[src/pkg/flash_sync_pkg.sv]
// constants for the flash sync and status monitor
package flash_sync_pkg;
   localparam int unsigned CLK_HZ = 125_000_000;
   localparam int unsigned SYNC_PERIOD_MS = 1500;
   localparam int unsigned SYNC_MIN_HIGH_MS = 100;
   localparam int unsigned SYNC_TOL_MS = 50;
   localparam int unsigned SYNC_LOST_PERIODS = 3;
   localparam int unsigned HEARTBEAT_MS = 500;
   localparam int unsigned BLINK_MS = 250;
   localparam int unsigned COUNTDOWN_FLASHES = 15;
   localparam int unsigned MAX_AOL = 3;
   localparam int unsigned MS_CYCLES = CLK_HZ / 1000;
   // register byte offsets
   localparam logic [11:0] ADDR_CTRL = 12'h000;
   localparam logic [11:0] ADDR_FAULT = 12'h004;
   localparam logic [11:0] ADDR_STATUS = 12'h008;
   localparam logic [11:0] ADDR_EVENT = 12'h00c;
   localparam logic [11:0] ADDR_ALARM = 12'h010;
   localparam logic [11:0] ADDR_AOL = 12'h014;
   // control fields
   localparam int unsigned CTRL_EXT_EN = 0;
   localparam int unsigned CTRL_FORCED = 1;
   localparam int unsigned CTRL_CFG_BAD = 2;
   localparam int unsigned CTRL_RESTART = 3;
   localparam int unsigned CTRL_EXT_PWR = 4;
   localparam logic [4:0] CTRL_RESET = 5'h00;
   // fault inputs written by firmware
   localparam int unsigned FLT_LAMP25 = 0;
   localparam int unsigned FLT_PSU_PWR = 1;
   localparam int unsigned FLT_LINK = 2;
   localparam int unsigned FLT_DAY_TWI = 3;
   localparam int unsigned FLT_TWI_NIGHT = 4;
   // event / alarm bit positions
   localparam int unsigned EV_SYNC_LOST = 0;
   localparam int unsigned EV_CONFIG = 1;
   localparam int unsigned AL_LAMP25 = 0;
   localparam int unsigned AL_SYNC = 1;
   localparam int unsigned AL_PSU_PWR = 2;
   localparam int unsigned AL_LINK = 3;
   typedef enum logic [1:0] {ST_WARMUP, ST_COUNTDOWN, ST_RUN} run_state_e;
endpackage
[src/design/flash_sync_status_monitor.sv]
// flash sync detection, flash timing and status indicators
//
// Register access over APB and the address map were decided locally.
`timescale 1ns/10ps
module flash_sync_status_monitor
   import flash_sync_pkg::*;
(
   // clock and reset
   input wire logic clk_sys,
   input wire logic arst_n,
   // apb slave
   input wire logic psel,
   input wire logic penable,
   input wire logic pwrite,
   input wire logic [11:0] paddr,
   input wire logic [31:0] pwdata,
   output logic [31:0] prdata,
   output logic pready,
   output logic pslverr,
   // external sync pin
   input wire logic ext_sync_in,
   // flash trigger and indicators
   output logic flash_ff,
   output logic heartbeat_indicator,
   output logic external_sync_fault_indicator,
   output logic day_to_twilight_fault_indicator,
   output logic twilight_to_night_fault_indicator,
   output logic lamp_degradation_indicator,
   output logic sync_fault_indicator,
   output logic comm_fault_indicator
);
   localparam int unsigned PERIOD_CYC = SYNC_PERIOD_MS * MS_CYCLES;
   localparam int unsigned PMIN_CYC = (SYNC_PERIOD_MS - SYNC_TOL_MS) * MS_CYCLES;
   localparam int unsigned PMAX_CYC = (SYNC_PERIOD_MS + SYNC_TOL_MS) * MS_CYCLES;
   localparam int unsigned HIGH_CYC = SYNC_MIN_HIGH_MS * MS_CYCLES;
   localparam int unsigned LOST_CYC = SYNC_LOST_PERIODS * PERIOD_CYC;
   localparam int unsigned HB_CYC = HEARTBEAT_MS * MS_CYCLES;
   localparam int unsigned BLINK_CYC = BLINK_MS * MS_CYCLES;

   // width and period counters stop at all ones, so a stuck pin cannot wrap back into the window
   function automatic logic [31:0] sat_inc(input logic [31:0] v);
      return (v == 32'hffff_ffff) ? v : v + 32'h1;
   endfunction

   // pin synchroniser: stage 1 read only by stage 2
   logic s1_ff, s2_ff, s3_ff, sync_lvl_ff;
   always_ff @(posedge clk_sys or negedge arst_n)
   begin
      if (!arst_n)
      begin
         s1_ff <= 1'b0;
         s2_ff <= 1'b0;
         s3_ff <= 1'b0;
         sync_lvl_ff <= 1'b0;
      end
      else
      begin
         s1_ff <= ext_sync_in;
         s2_ff <= s1_ff;
         s3_ff <= s2_ff;
         if (s2_ff == s3_ff)
            sync_lvl_ff <= s3_ff;
      end
   end

   // registers
   logic [4:0] ctrl_ff;
   logic [4:0] fault_ff;
   logic [1:0] event_ff;
   logic [3:0] alarm_ff;
   logic [1:0] aol_ff;
   logic [31:0] hi_cnt_ff, per_cnt_ff, lost_cnt_ff, int_cnt_ff;
   logic [31:0] hb_cnt_ff, blink_cnt_ff;
   logic [4:0] cd_cnt_ff;
   logic sync_prev_ff, armed_ff, locked_ff, blink_ff;
   run_state_e state_ff;

   wire ext_en = ctrl_ff[CTRL_EXT_EN];
   wire forced = ctrl_ff[CTRL_FORCED];
   wire src_powered = ctrl_ff[CTRL_EXT_PWR];
   // a write lands only at the edge that completes the access
   wire wr = psel && penable && pready && pwrite;
   wire rd = psel && !penable && !pwrite;
   wire known = (paddr == ADDR_CTRL) || (paddr == ADDR_FAULT) || (paddr == ADDR_STATUS)
      || (paddr == ADDR_EVENT) || (paddr == ADDR_ALARM) || (paddr == ADDR_AOL);
   wire wr_ctrl = wr && paddr == ADDR_CTRL;
   wire wr_fault = wr && paddr == ADDR_FAULT;
   wire wr_event = wr && paddr == ADDR_EVENT;
   wire wr_alarm = wr && paddr == ADDR_ALARM;
   wire wr_aol = wr && paddr == ADDR_AOL;
   wire restart = wr_ctrl && pwdata[CTRL_RESTART];

   // sync pulse qualification
   wire sync_gated = sync_lvl_ff && ext_en;
   wire rise = sync_gated && !sync_prev_ff;
   wire fall = !sync_gated && sync_prev_ff;
   wire width_ok = hi_cnt_ff > HIGH_CYC;
   wire period_ok = per_cnt_ff >= PMIN_CYC && per_cnt_ff <= PMAX_CYC;
   wire ext_tick = rise && armed_ff && period_ok && locked_ff;
   wire lock_edge = rise && armed_ff && period_ok;
   wire lost_now = locked_ff && lost_cnt_ff >= LOST_CYC - 1;
   // internal rate keeps the established phase after loss when source powered
   wire int_tick = int_cnt_ff >= PERIOD_CYC - 1;
   // a missing edge while locked still flashes, at the late end of the window,
   // so a dropped pulse never leaves the tower dark
   wire fly_tick = int_cnt_ff >= PMAX_CYC - 1;
   // an unpowered source hands the timing back at once, not after the timeout
   wire use_ext = locked_ff && ext_en && src_powered;
   wire flash_tick = use_ext ? (ext_tick || fly_tick) : int_tick;
   wire sync_lost_ev = lost_now && src_powered;
   wire sync_alarm = ext_en && !src_powered;
   wire cfg_mismatch = (ext_en && !src_powered) || (!ext_en && sync_lvl_ff);
   wire aol_ok = pwdata[1:0] <= 2'(MAX_AOL - 1);

   always_ff @(posedge clk_sys or negedge arst_n)
   begin
      if (!arst_n)
      begin
         sync_prev_ff <= 1'b0;
         hi_cnt_ff <= '0;
         per_cnt_ff <= '0;
         armed_ff <= 1'b0;
         locked_ff <= 1'b0;
         lost_cnt_ff <= '0;
      end
      else
      begin
         sync_prev_ff <= sync_gated;
         // width counts only while the enabled pin stays high
         hi_cnt_ff <= rise ? 32'h0 : (sync_gated ? sat_inc(hi_cnt_ff) : hi_cnt_ff);
         per_cnt_ff <= rise ? 32'h1 : sat_inc(per_cnt_ff);
         if (rise)
            armed_ff <= 1'b0;
         else if (fall && width_ok)
            armed_ff <= 1'b1;
         if (!ext_en || lost_now)
            locked_ff <= 1'b0;
         else if (lock_edge)
            locked_ff <= 1'b1;
         lost_cnt_ff <= (lock_edge || !locked_ff) ? 32'h0 : lost_cnt_ff + 32'h1;
      end
   end

   // internal rate generator, realigned by each external flash
   always_ff @(posedge clk_sys or negedge arst_n)
   begin
      if (!arst_n)
         int_cnt_ff <= '0;
      else if (flash_tick || ext_tick)
         int_cnt_ff <= '0;
      else
         int_cnt_ff <= int_cnt_ff + 32'h1;
   end

   // restart sequencing: warm-up, countdown, run
   always_ff @(posedge clk_sys or negedge arst_n)
   begin
      if (!arst_n)
      begin
         state_ff <= ST_WARMUP;
         cd_cnt_ff <= '0;
      end
      else if (restart)
      begin
         state_ff <= ST_WARMUP;
         cd_cnt_ff <= '0;
      end
      else
      begin
         case (state_ff)
            ST_WARMUP:
               if (flash_tick)
                  state_ff <= ST_COUNTDOWN;
            ST_COUNTDOWN:
               if (flash_tick)
               begin
                  if (cd_cnt_ff == 5'(COUNTDOWN_FLASHES - 1))
                     state_ff <= ST_RUN;
                  cd_cnt_ff <= cd_cnt_ff + 5'h1;
               end
            ST_RUN: ;
            default: state_ff <= ST_WARMUP;
         endcase
      end
   end

   // registers: set wins over clear
   always_ff @(posedge clk_sys or negedge arst_n)
   begin
      if (!arst_n)
      begin
         ctrl_ff <= CTRL_RESET;
         fault_ff <= '0;
         event_ff <= '0;
         alarm_ff <= '0;
         aol_ff <= '0;
      end
      else
      begin
         if (wr_ctrl)
            ctrl_ff <= {pwdata[CTRL_EXT_PWR], 1'b0, pwdata[CTRL_CFG_BAD:0]};
         if (wr_fault)
            fault_ff <= pwdata[4:0];
         if (wr_aol && aol_ok)
            aol_ff <= pwdata[1:0];
         event_ff <= (event_ff & ~(wr_event ? pwdata[1:0] : 2'h0))
            | {cfg_mismatch, sync_lost_ev};
         // restart does not touch the alarm log
         alarm_ff <= (alarm_ff & ~(wr_alarm ? pwdata[3:0] : 4'h0))
            | {fault_ff[FLT_LINK], fault_ff[FLT_PSU_PWR], sync_alarm,
               fault_ff[FLT_LAMP25]};
      end
   end

   // indicator timing
   wire hb_tick = hb_cnt_ff >= HB_CYC - 1;
   wire bl_tick = blink_cnt_ff >= BLINK_CYC - 1;
   always_ff @(posedge clk_sys or negedge arst_n)
   begin
      if (!arst_n)
      begin
         hb_cnt_ff <= '0;
         blink_cnt_ff <= '0;
         blink_ff <= 1'b0;
         heartbeat_indicator <= 1'b0;
      end
      else
      begin
         hb_cnt_ff <= hb_tick ? 32'h0 : hb_cnt_ff + 32'h1;
         blink_cnt_ff <= bl_tick ? 32'h0 : blink_cnt_ff + 32'h1;
         if (bl_tick)
            blink_ff <= !blink_ff;
         if (hb_tick)
            heartbeat_indicator <= !heartbeat_indicator;
      end
   end

   wire [31:0] rd_mux =
      paddr == ADDR_CTRL ? {27'h0, ctrl_ff} :
      paddr == ADDR_FAULT ? {27'h0, fault_ff} :
      paddr == ADDR_STATUS ? {26'h0, state_ff, use_ext, locked_ff, sync_lvl_ff, flash_ff} :
      paddr == ADDR_EVENT ? {30'h0, event_ff} :
      paddr == ADDR_ALARM ? {28'h0, alarm_ff} :
      paddr == ADDR_AOL ? {30'h0, aol_ff} : 32'h0;

   // outputs from flops; no wait state on any access
   always_ff @(posedge clk_sys or negedge arst_n)
   begin
      if (!arst_n)
      begin
         prdata <= '0;
         pready <= 1'b0;
         pslverr <= 1'b0;
         flash_ff <= 1'b0;
         external_sync_fault_indicator <= 1'b0;
         day_to_twilight_fault_indicator <= 1'b0;
         twilight_to_night_fault_indicator <= 1'b0;
         lamp_degradation_indicator <= 1'b0;
         sync_fault_indicator <= 1'b0;
         comm_fault_indicator <= 1'b0;
      end
      else
      begin
         pready <= psel && !penable;
         // unmapped access answers with an error; its read data stays zero
         pslverr <= psel && !penable && !known;
         if (rd)
            prdata <= rd_mux;
         flash_ff <= flash_tick;
         external_sync_fault_indicator <= ext_en && (sync_lost_ev || sync_alarm
            || external_sync_fault_indicator && !locked_ff);
         day_to_twilight_fault_indicator <= forced ? blink_ff
            : fault_ff[FLT_DAY_TWI];
         twilight_to_night_fault_indicator <= forced ? blink_ff
            : fault_ff[FLT_TWI_NIGHT];
         lamp_degradation_indicator <= fault_ff[FLT_LAMP25];
         sync_fault_indicator <= fault_ff[FLT_PSU_PWR];
         comm_fault_indicator <= fault_ff[FLT_LINK] || ctrl_ff[CTRL_CFG_BAD];
      end
   end
endmodule // flash_sync_status_monitor

[config.mk]
export PLATFORM = sky130hd
export DESIGN_NAME = flash_sync_status_monitor
export DESIGN_NICKNAME = d
export VERILOG_FILES = /design/src/pkg/flash_sync_pkg.sv /design/src/design/flash_sync_status_monitor.sv
export SDC_FILE = /design/constraint.sdc
export NUM_CORES = 1
export LEC_CHECK = 0
export ABC_AREA = 1
export BUFFER_PORTS_ARGS = -buffer_cell sky130_fd_sc_hd__buf_2
export CAP_MARGIN = 0
export CORE_MARGIN = 3
export CORE_UTILIZATION = 36
export CTS_CLUSTER_SIZE = 8
export DETAILED_ROUTE_END_ITERATION = 10
export PLACE_DENSITY_LB_ADDON = 0.15
export SETUP_SLACK_MARGIN = 0.3
export SYNTH_ARGS = -nofsm -noshare
export SYNTH_HDL_FRONTEND = slang
export SYNTH_SLANG_ARGS = --single-unit
[constraint.sdc]
create_clock -name clk_sys -period 1.7 [get_ports clk_sys]
set_input_delay 0.255 -clock clk_sys [delete_from_list [all_inputs] [get_ports clk_sys]]
set_output_delay 0.255 -clock clk_sys [all_outputs]
set_load 0.01 [all_outputs]
==> impl_metrics.tcl, run 1 <==
set metrics [dict create \
    syn_area_per_cell_um2 7.81 \
    crit_family "simple AND/OR/NAND/NOR gates" \
    critPathCaptureType "flop" \
    leakagePower_nw 9.37 \
    cpPeakStageDelay_ns 0.42 \
    wl_per_cell_um 14.2 \
    cpMostUsedCell "buf_6" \
    placed_area_um2 17100 \
    numCtsBuffers 36 \
    cp.depth 9 \
    r2r_cells 9 \
    die_h_um 198 \
    instances_no_fill 2694 \
    path_buf_inv 4 \
    ir_worst_vdd_uv 625 \
    syn_inst 1708 \
    dp_hpwl_um 25600 \
    max_slew_margin 0.640 \
    setup-violations-final 178 \
    grt_max_degree 48 \
    synth_cell_types 54 \
    grt_overflow 0 \
    wirelength_um 38200 \
    async_reset_ff_frac 1.00 \
    endpoint "hi_cnt_ff[28]" \
    drt_iter0_drc 705 \
    top_layer "met4" \
    worst-setup-path-type "reg -> reg" \
    wl_met1_um 17100 \
    crit_path_start "hi_cnt_ff[7]" \
    post-route-period-util 1.19 \
    drive_above_1_share 0.421 \
    cp.required_ns 2.07 \
    ys_seq_area_frac 0.450 \
    rows 69 \
    r2r_slack_ns -0.33 \
    ant_nets 0 \
    finalClockSkew_ns 0.0189 \
    num_vias 13100 \
    die_w_um 198 \
    tightest_slew_ns 0.540 \
    dr_wl_met2_um 19100 \
    arrival_ns 2.40 \
    timing.rr.start "hi_cnt_ff[7]" \
    yosys_warnings 0 \
    grt_setup_unrepaired "yes" \
    fill_cells 3135 \
    hold_path_class "in -> reg" \
    grt_pass1_wl_um 63300 \
    start_util 0.370 \
    viasPerCell 4.88 \
    grt_pass1_vias 13500 \
    crit_slowest_cell "dfrtp_1" \
    final_cell_mix "buf_4 (364), nand2_1 (248), dfrtp_1 (240)" \
    path_cells "nand2_1 > nor4_2 > nand4_1 > nand2_2 > buf_6 > buf_6 > buf_12 > buf_16 > o31ai_1" \
    place_congestion 0.899 \
    power_density_nw_per_um2 673 \
    die-area_um2 39400 \
    met3_length_um 1120 \
    drc 0 \
    syn2layout_area_growth_pct 57.5 \
    synthesis.area_um2 13300 \
    finalInstanceArea_um2 21000 \
    clk_pin_slew_ns 0.05 \
    io_buffers 38 \
    design.core.area_um2 36000 \
    max_freq_mhz 494 \
    cts_tree "done" \
    violations "negative setup slack" \
    status "finished with violations" \
    maxCapViolations 0 \
    cts.sinks 240 \
    finalHoldViolCount 0 \
    clock_path_buffers 3 \
    clock_latency_ns 0.52 \
    maxSlewViolCount 0 \
    cts_root_buf "clkbuf_16" \
    ys_ff_latch 240 \
    dp.cells 2539 \
    nets 2289 \
    synth_ff_type "dfrtp_1" \
    worst_slack_ns -0.326 \
    htreeDepth 2 \
    firstDrtPassIters 5 \
    diodes 0 \
    layout_commonest_cell "buf_4" \
    min_period_ns 2.03 \
    synth_edf_count 0 \
    io_pins 92 \
    setup.worst_path.start_class "flop" \
    r2r-end "hi_cnt_ff[28]" \
    place_ws_ns -0.268 \
    grt.total_usage 0.192 \
    crit_fanout 7 \
    antenna_found_initial 0 \
]
-- registers in the layout, indices dropped and copies added, names as in the netlist, 2 cells and up --
name          cells
hb_cnt_ff        32
int_cnt_ff       32
ctrl_ff           4
alarm_ff          4
lost_cnt_ff      32
prdata            6
event_ff          2
per_cnt_ff       32
cd_cnt_ff         5
blink_cnt_ff     32
state_ff          2
fault_ff          5
aol_ff            2
hi_cnt_ff        32
-- metal layers --
layer  vias up  global-route usage
met1      6293               0.256
met3        76              0.0268
li1       6568                   -
met2       197               0.325
met4         0              0.0583
met5         -                   0
-- cell families (layout without fill, tap and decap cells) --
| kind of cell | count (synthesis) | count (layout) | share of synthesized area |
|---|---|---|---|
| simple gates | 922 | 922 | 0.315 |
| buf+inv | 262 | 745 | 0.0856 |
| flops | 240 | 240 | 0.450 |
| compound gates | 179 | 179 | 0.0774 |
| xor+xnor | 91 | 91 | 0.0598 |
| fa+ha+maj | 11 | 11 | 0.0101 |
| mux | 2 | 2 | 0.00169 |
| other cells | 1 | 43 | 0.000281 |
-- Yosys cell counts, types with 10 or more instances --
cell / instances / area (µm²)
nand4_1: 54 / 338
a31oi_1: 11 / 68.8
xor2_1: 69 / 604
xnor2_1: 22 / 193
o31ai_1: 28 / 210
a21oi_1: 52 / 260
nand2_1: 327 / 1230
inv_1: 211 / 792
buf_4: 26 / 195
nor2_1: 260 / 976
nor4_1: 26 / 163
ha_1: 10 / 125
nor3_1: 95 / 475
o21ai_0: 68 / 340
dfrtp_1: 240 / 6010
nor3_2: 12 / 120
nand3_1: 100 / 500
-- area by class of cell --
class	count	area, µm²	area share
clock buffer	39	933	0.0444
clock inverter	3	26.3	0.00125
inverter	213	821	0.0391
multi-input combinational	1248	8420	0.401
sequential	240	6010	0.286
tap	461	577	0.0275
timing repair buffer	489	4210	0.201
timing repair inverter	1	7.51	0.000357
-- stage by stage --
step / hold WS (ns) / util / power (mW) / TNS [ns]
after floorplan: -0.0406 / - / 6.94 / -1.64
after global placement: 0.194 / 0.474 / 7.43 / -20.75
after detailed placement: 0.186 / 0.474 / 7.46 / -22.26
after CTS: 0.00110 / 0.549 / 14.2 / -17.00
after global routing: 0.0180 / 0.583 / 14.8 / -50.21
final: 0.0319 / 0.583 / 14.1 / -28.24
-- power by group --
| part | leakage (nW) | internal [mW] | switching, mW |
|---|---|---|---|
| sequential | 3.21 | 5.91 | 0.192 |
| clock | 0.471 | 3.84 | 2.44 |
| combinational | 5.68 | 0.774 | 0.972 |
-- worst min-delay path by stage --
stage / slack, ns / end / cells past startpoint / startpoint
floorplan: -0.04 / alarm_ff[0] / 0 / arst_n
global placement: 0.19 / heartbeat_indicator / 1 / arst_n
detailed placement: 0.19 / heartbeat_indicator / 1 / arst_n
CTS: 0.001 / ctrl_ff[0] / 3 / pwdata[0]
global route: 0.02 / ctrl_ff[0] / 3 / pwdata[0]
finish: 0.03 / aol_ff[1] / 2 / pwdata[1]
-- repair_timing --
action                                  CTS  global route
pin swaps                                81            87
gates resized for setup                 265           208
hold buffers                              6             0
endpoints found under the setup margin  190           190
gates cloned                              7             0
buffers inserted                         62            38
hold endpoints to repair                 69             0
-- worst reg2reg max path: stages, from the launching register on --
cell     delay, ns
dfrtp_1       0.42
nand2_1       0.17
nor4_2        0.28
nand4_1       0.24
nand2_2       0.20
buf_6         0.14
buf_6         0.10
buf_12        0.11
buf_16        0.14
o31ai_1       0.08
(Power assumes the default switching activity.)
==> inputs of run 2 (changes only) <==
Settings changed: RECOVER_POWER set to 50.
==> impl_metrics.tcl, run 2 (synthesis results as in run 1) <==
set metrics [dict create \
    drive_above_1_share 0.421 \
    final_cell_mix "buf_4 (361), nand2_1 (248), dfrtp_1 (240)" \
    viasPerCell 4.87 \
    setup.worst_path.start_class "flop" \
    syn2layout_area_growth_pct 57.3 \
    clk_pin_slew_ns 0.05 \
    nets 2289 \
    grt_setup_unrepaired "yes" \
    grt_pass1_vias 13500 \
    finalHoldViolCount 0 \
    max_freq_mhz 493 \
    power_frac_comb 0.123 \
    diodes 0 \
    clock_path_buffers 3 \
    critPathCaptureType "flop" \
    firstDrtPassIters 5 \
    post-route-period-util 1.19 \
    status "finished with violations" \
    dp.cells 2539 \
    hold_path_class "in -> reg" \
    ant_nets 0 \
    placed_area_um2 17100 \
    crit_fanout 7 \
    cts.sinks 240 \
    io_pins 92 \
    finalClockSkew_ns 0.0192 \
    fill_cells 3142 \
    cts_tree "done" \
    grt_overflow 0 \
    die-area_um2 39400 \
    dp_hpwl_um 25600 \
    die_h_um 198 \
    layout_commonest_cell "buf_4" \
    violations "negative setup slack" \
    wl_per_cell_um 14.2 \
    drc 0 \
    arrival_ns 2.40 \
    cp.required_ns 2.07 \
    rows 69 \
    worst_slack_ns -0.330 \
    switchingPower_mw 3.60 \
    grt_pass1_wl_um 63300 \
    instances_no_fill 2694 \
    io_buffers 38 \
    leakagePower_nw 9.35 \
    worst-setup-path-type "reg -> reg" \
    setup-violations-final 178 \
    design.core.area_um2 36000 \
    p_sw_frac 0.255 \
    finalInstanceArea_um2 21000 \
    wirelength_um 38200 \
    numCtsBuffers 36 \
    pwr-share-seq 0.432 \
    min_period_ns 2.03 \
    ir_worst_vdd_uv 625 \
    maxCapViolations 0 \
    htreeDepth 2 \
    start_util 0.370 \
    total_power_mw 14.1 \
    tightest_slew_ns 1.26 \
    cts_root_buf "clkbuf_16" \
    num_vias 13100 \
    drt_iter0_drc 713 \
    place_congestion 0.899 \
    maxSlewViolCount 0 \
    grt_max_degree 48 \
    clock_latency_ns 0.52 \
    max_slew_margin 0.162 \
    power.internal_mw 10.5 \
    p_clk_frac 0.445 \
    power_density_nw_per_um2 673 \
    die_w_um 198 \
    finish.utilization 0.583 \
    grt.total_usage 0.192 \
    antenna_found_initial 0 \
]
## run 2: cell types whose count changed in the layout (fill, tap and decap cells not counted)
cell	delta
clkbuf_2	+2
buf_4	-3
clkbuf_4	+2
clkbuf_8	+2
buf_12	-3
## run 2: area by class of cell
cell class / instances / area [µm²] / area share
sequential: 240 / 6010 / 0.286
tap: 461 / 577 / 0.0275
multi-input combinational: 1248 / 8420 / 0.402
timing repair inverter: 1 / 7.51 / 0.000358
clock inverter: 3 / 26.3 / 0.00125
clock buffer: 39 / 933 / 0.0445
timing repair buffer: 489 / 4180 / 0.199
inverter: 213 / 821 / 0.0391
## run 2: path summary, 6_finish.rpt
kind                              start        endpoint  slack (ns)  cells past startpoint
max                        hi_cnt_ff[7]   hi_cnt_ff[28]       -0.33                      9
max in group asynchronous        arst_n   hi_cnt_ff[20]        0.10                      3
max reg2reg                hi_cnt_ff[7]   hi_cnt_ff[28]       -0.33                      9
min in group asynchronous        arst_n  per_cnt_ff[23]        0.56                      2
min reg2reg                       s2_ff           s3_ff        0.38                      0
min                           pwdata[1]       aol_ff[1]        0.03                      2
## run 2: per-stage QoR
step	hold WS, ns	worst slack (ns)	setup TNS (ns)
floorplan	-0.0406	-0.144	-1.64
global placement	0.194	-0.248	-20.75
detailed placement	0.186	-0.268	-22.26
CTS	0.00110	-0.200	-17.00
global route	0.0180	-0.390	-57.35
finish	0.0316	-0.330	-28.46
## run 2: critical path, stage by stage (launching register included)
cell     delay (ns)
dfrtp_1        0.42
nand2_1        0.18
nor4_2         0.28
nand4_1        0.24
nand2_2        0.20
buf_6          0.14
buf_6          0.10
buf_12         0.11
buf_16         0.14
o31ai_1        0.08
## run 2: power groups by stage
stage                     combinational (mW)  sequential, mW  clock (mW)
after CTS                               1.58            6.08        6.55
after global routing                    1.91            6.12        6.77
after floorplan                        0.775            6.16           0
after global placement                  1.25            6.18           0
final                                   1.74            6.10        6.28
after detailed placement                1.28            6.18           0
## run 2: what timing repair did
item | in CTS | in global routing
pin swaps | 81 | 87
hold buffers | 6 | 0
cloned | 7 | 0
endpoints found under the hold margin | 69 | 0
buffers inserted | 62 | 38
gates resized for setup | 265 | 208
endpoints found under the setup margin | 190 | 190
## run 2: routing by layer
metal | vias up | routed length (µm) | track usage
li1 | 6567 | - | -
met1 | 6306 | 17100 | 0.256
met2 | 188 | 19100 | 0.325
met3 | 66 | 1090 | 0.0268
met4 | 0 | 914 | 0.0583
met5 | - | 0 | 0
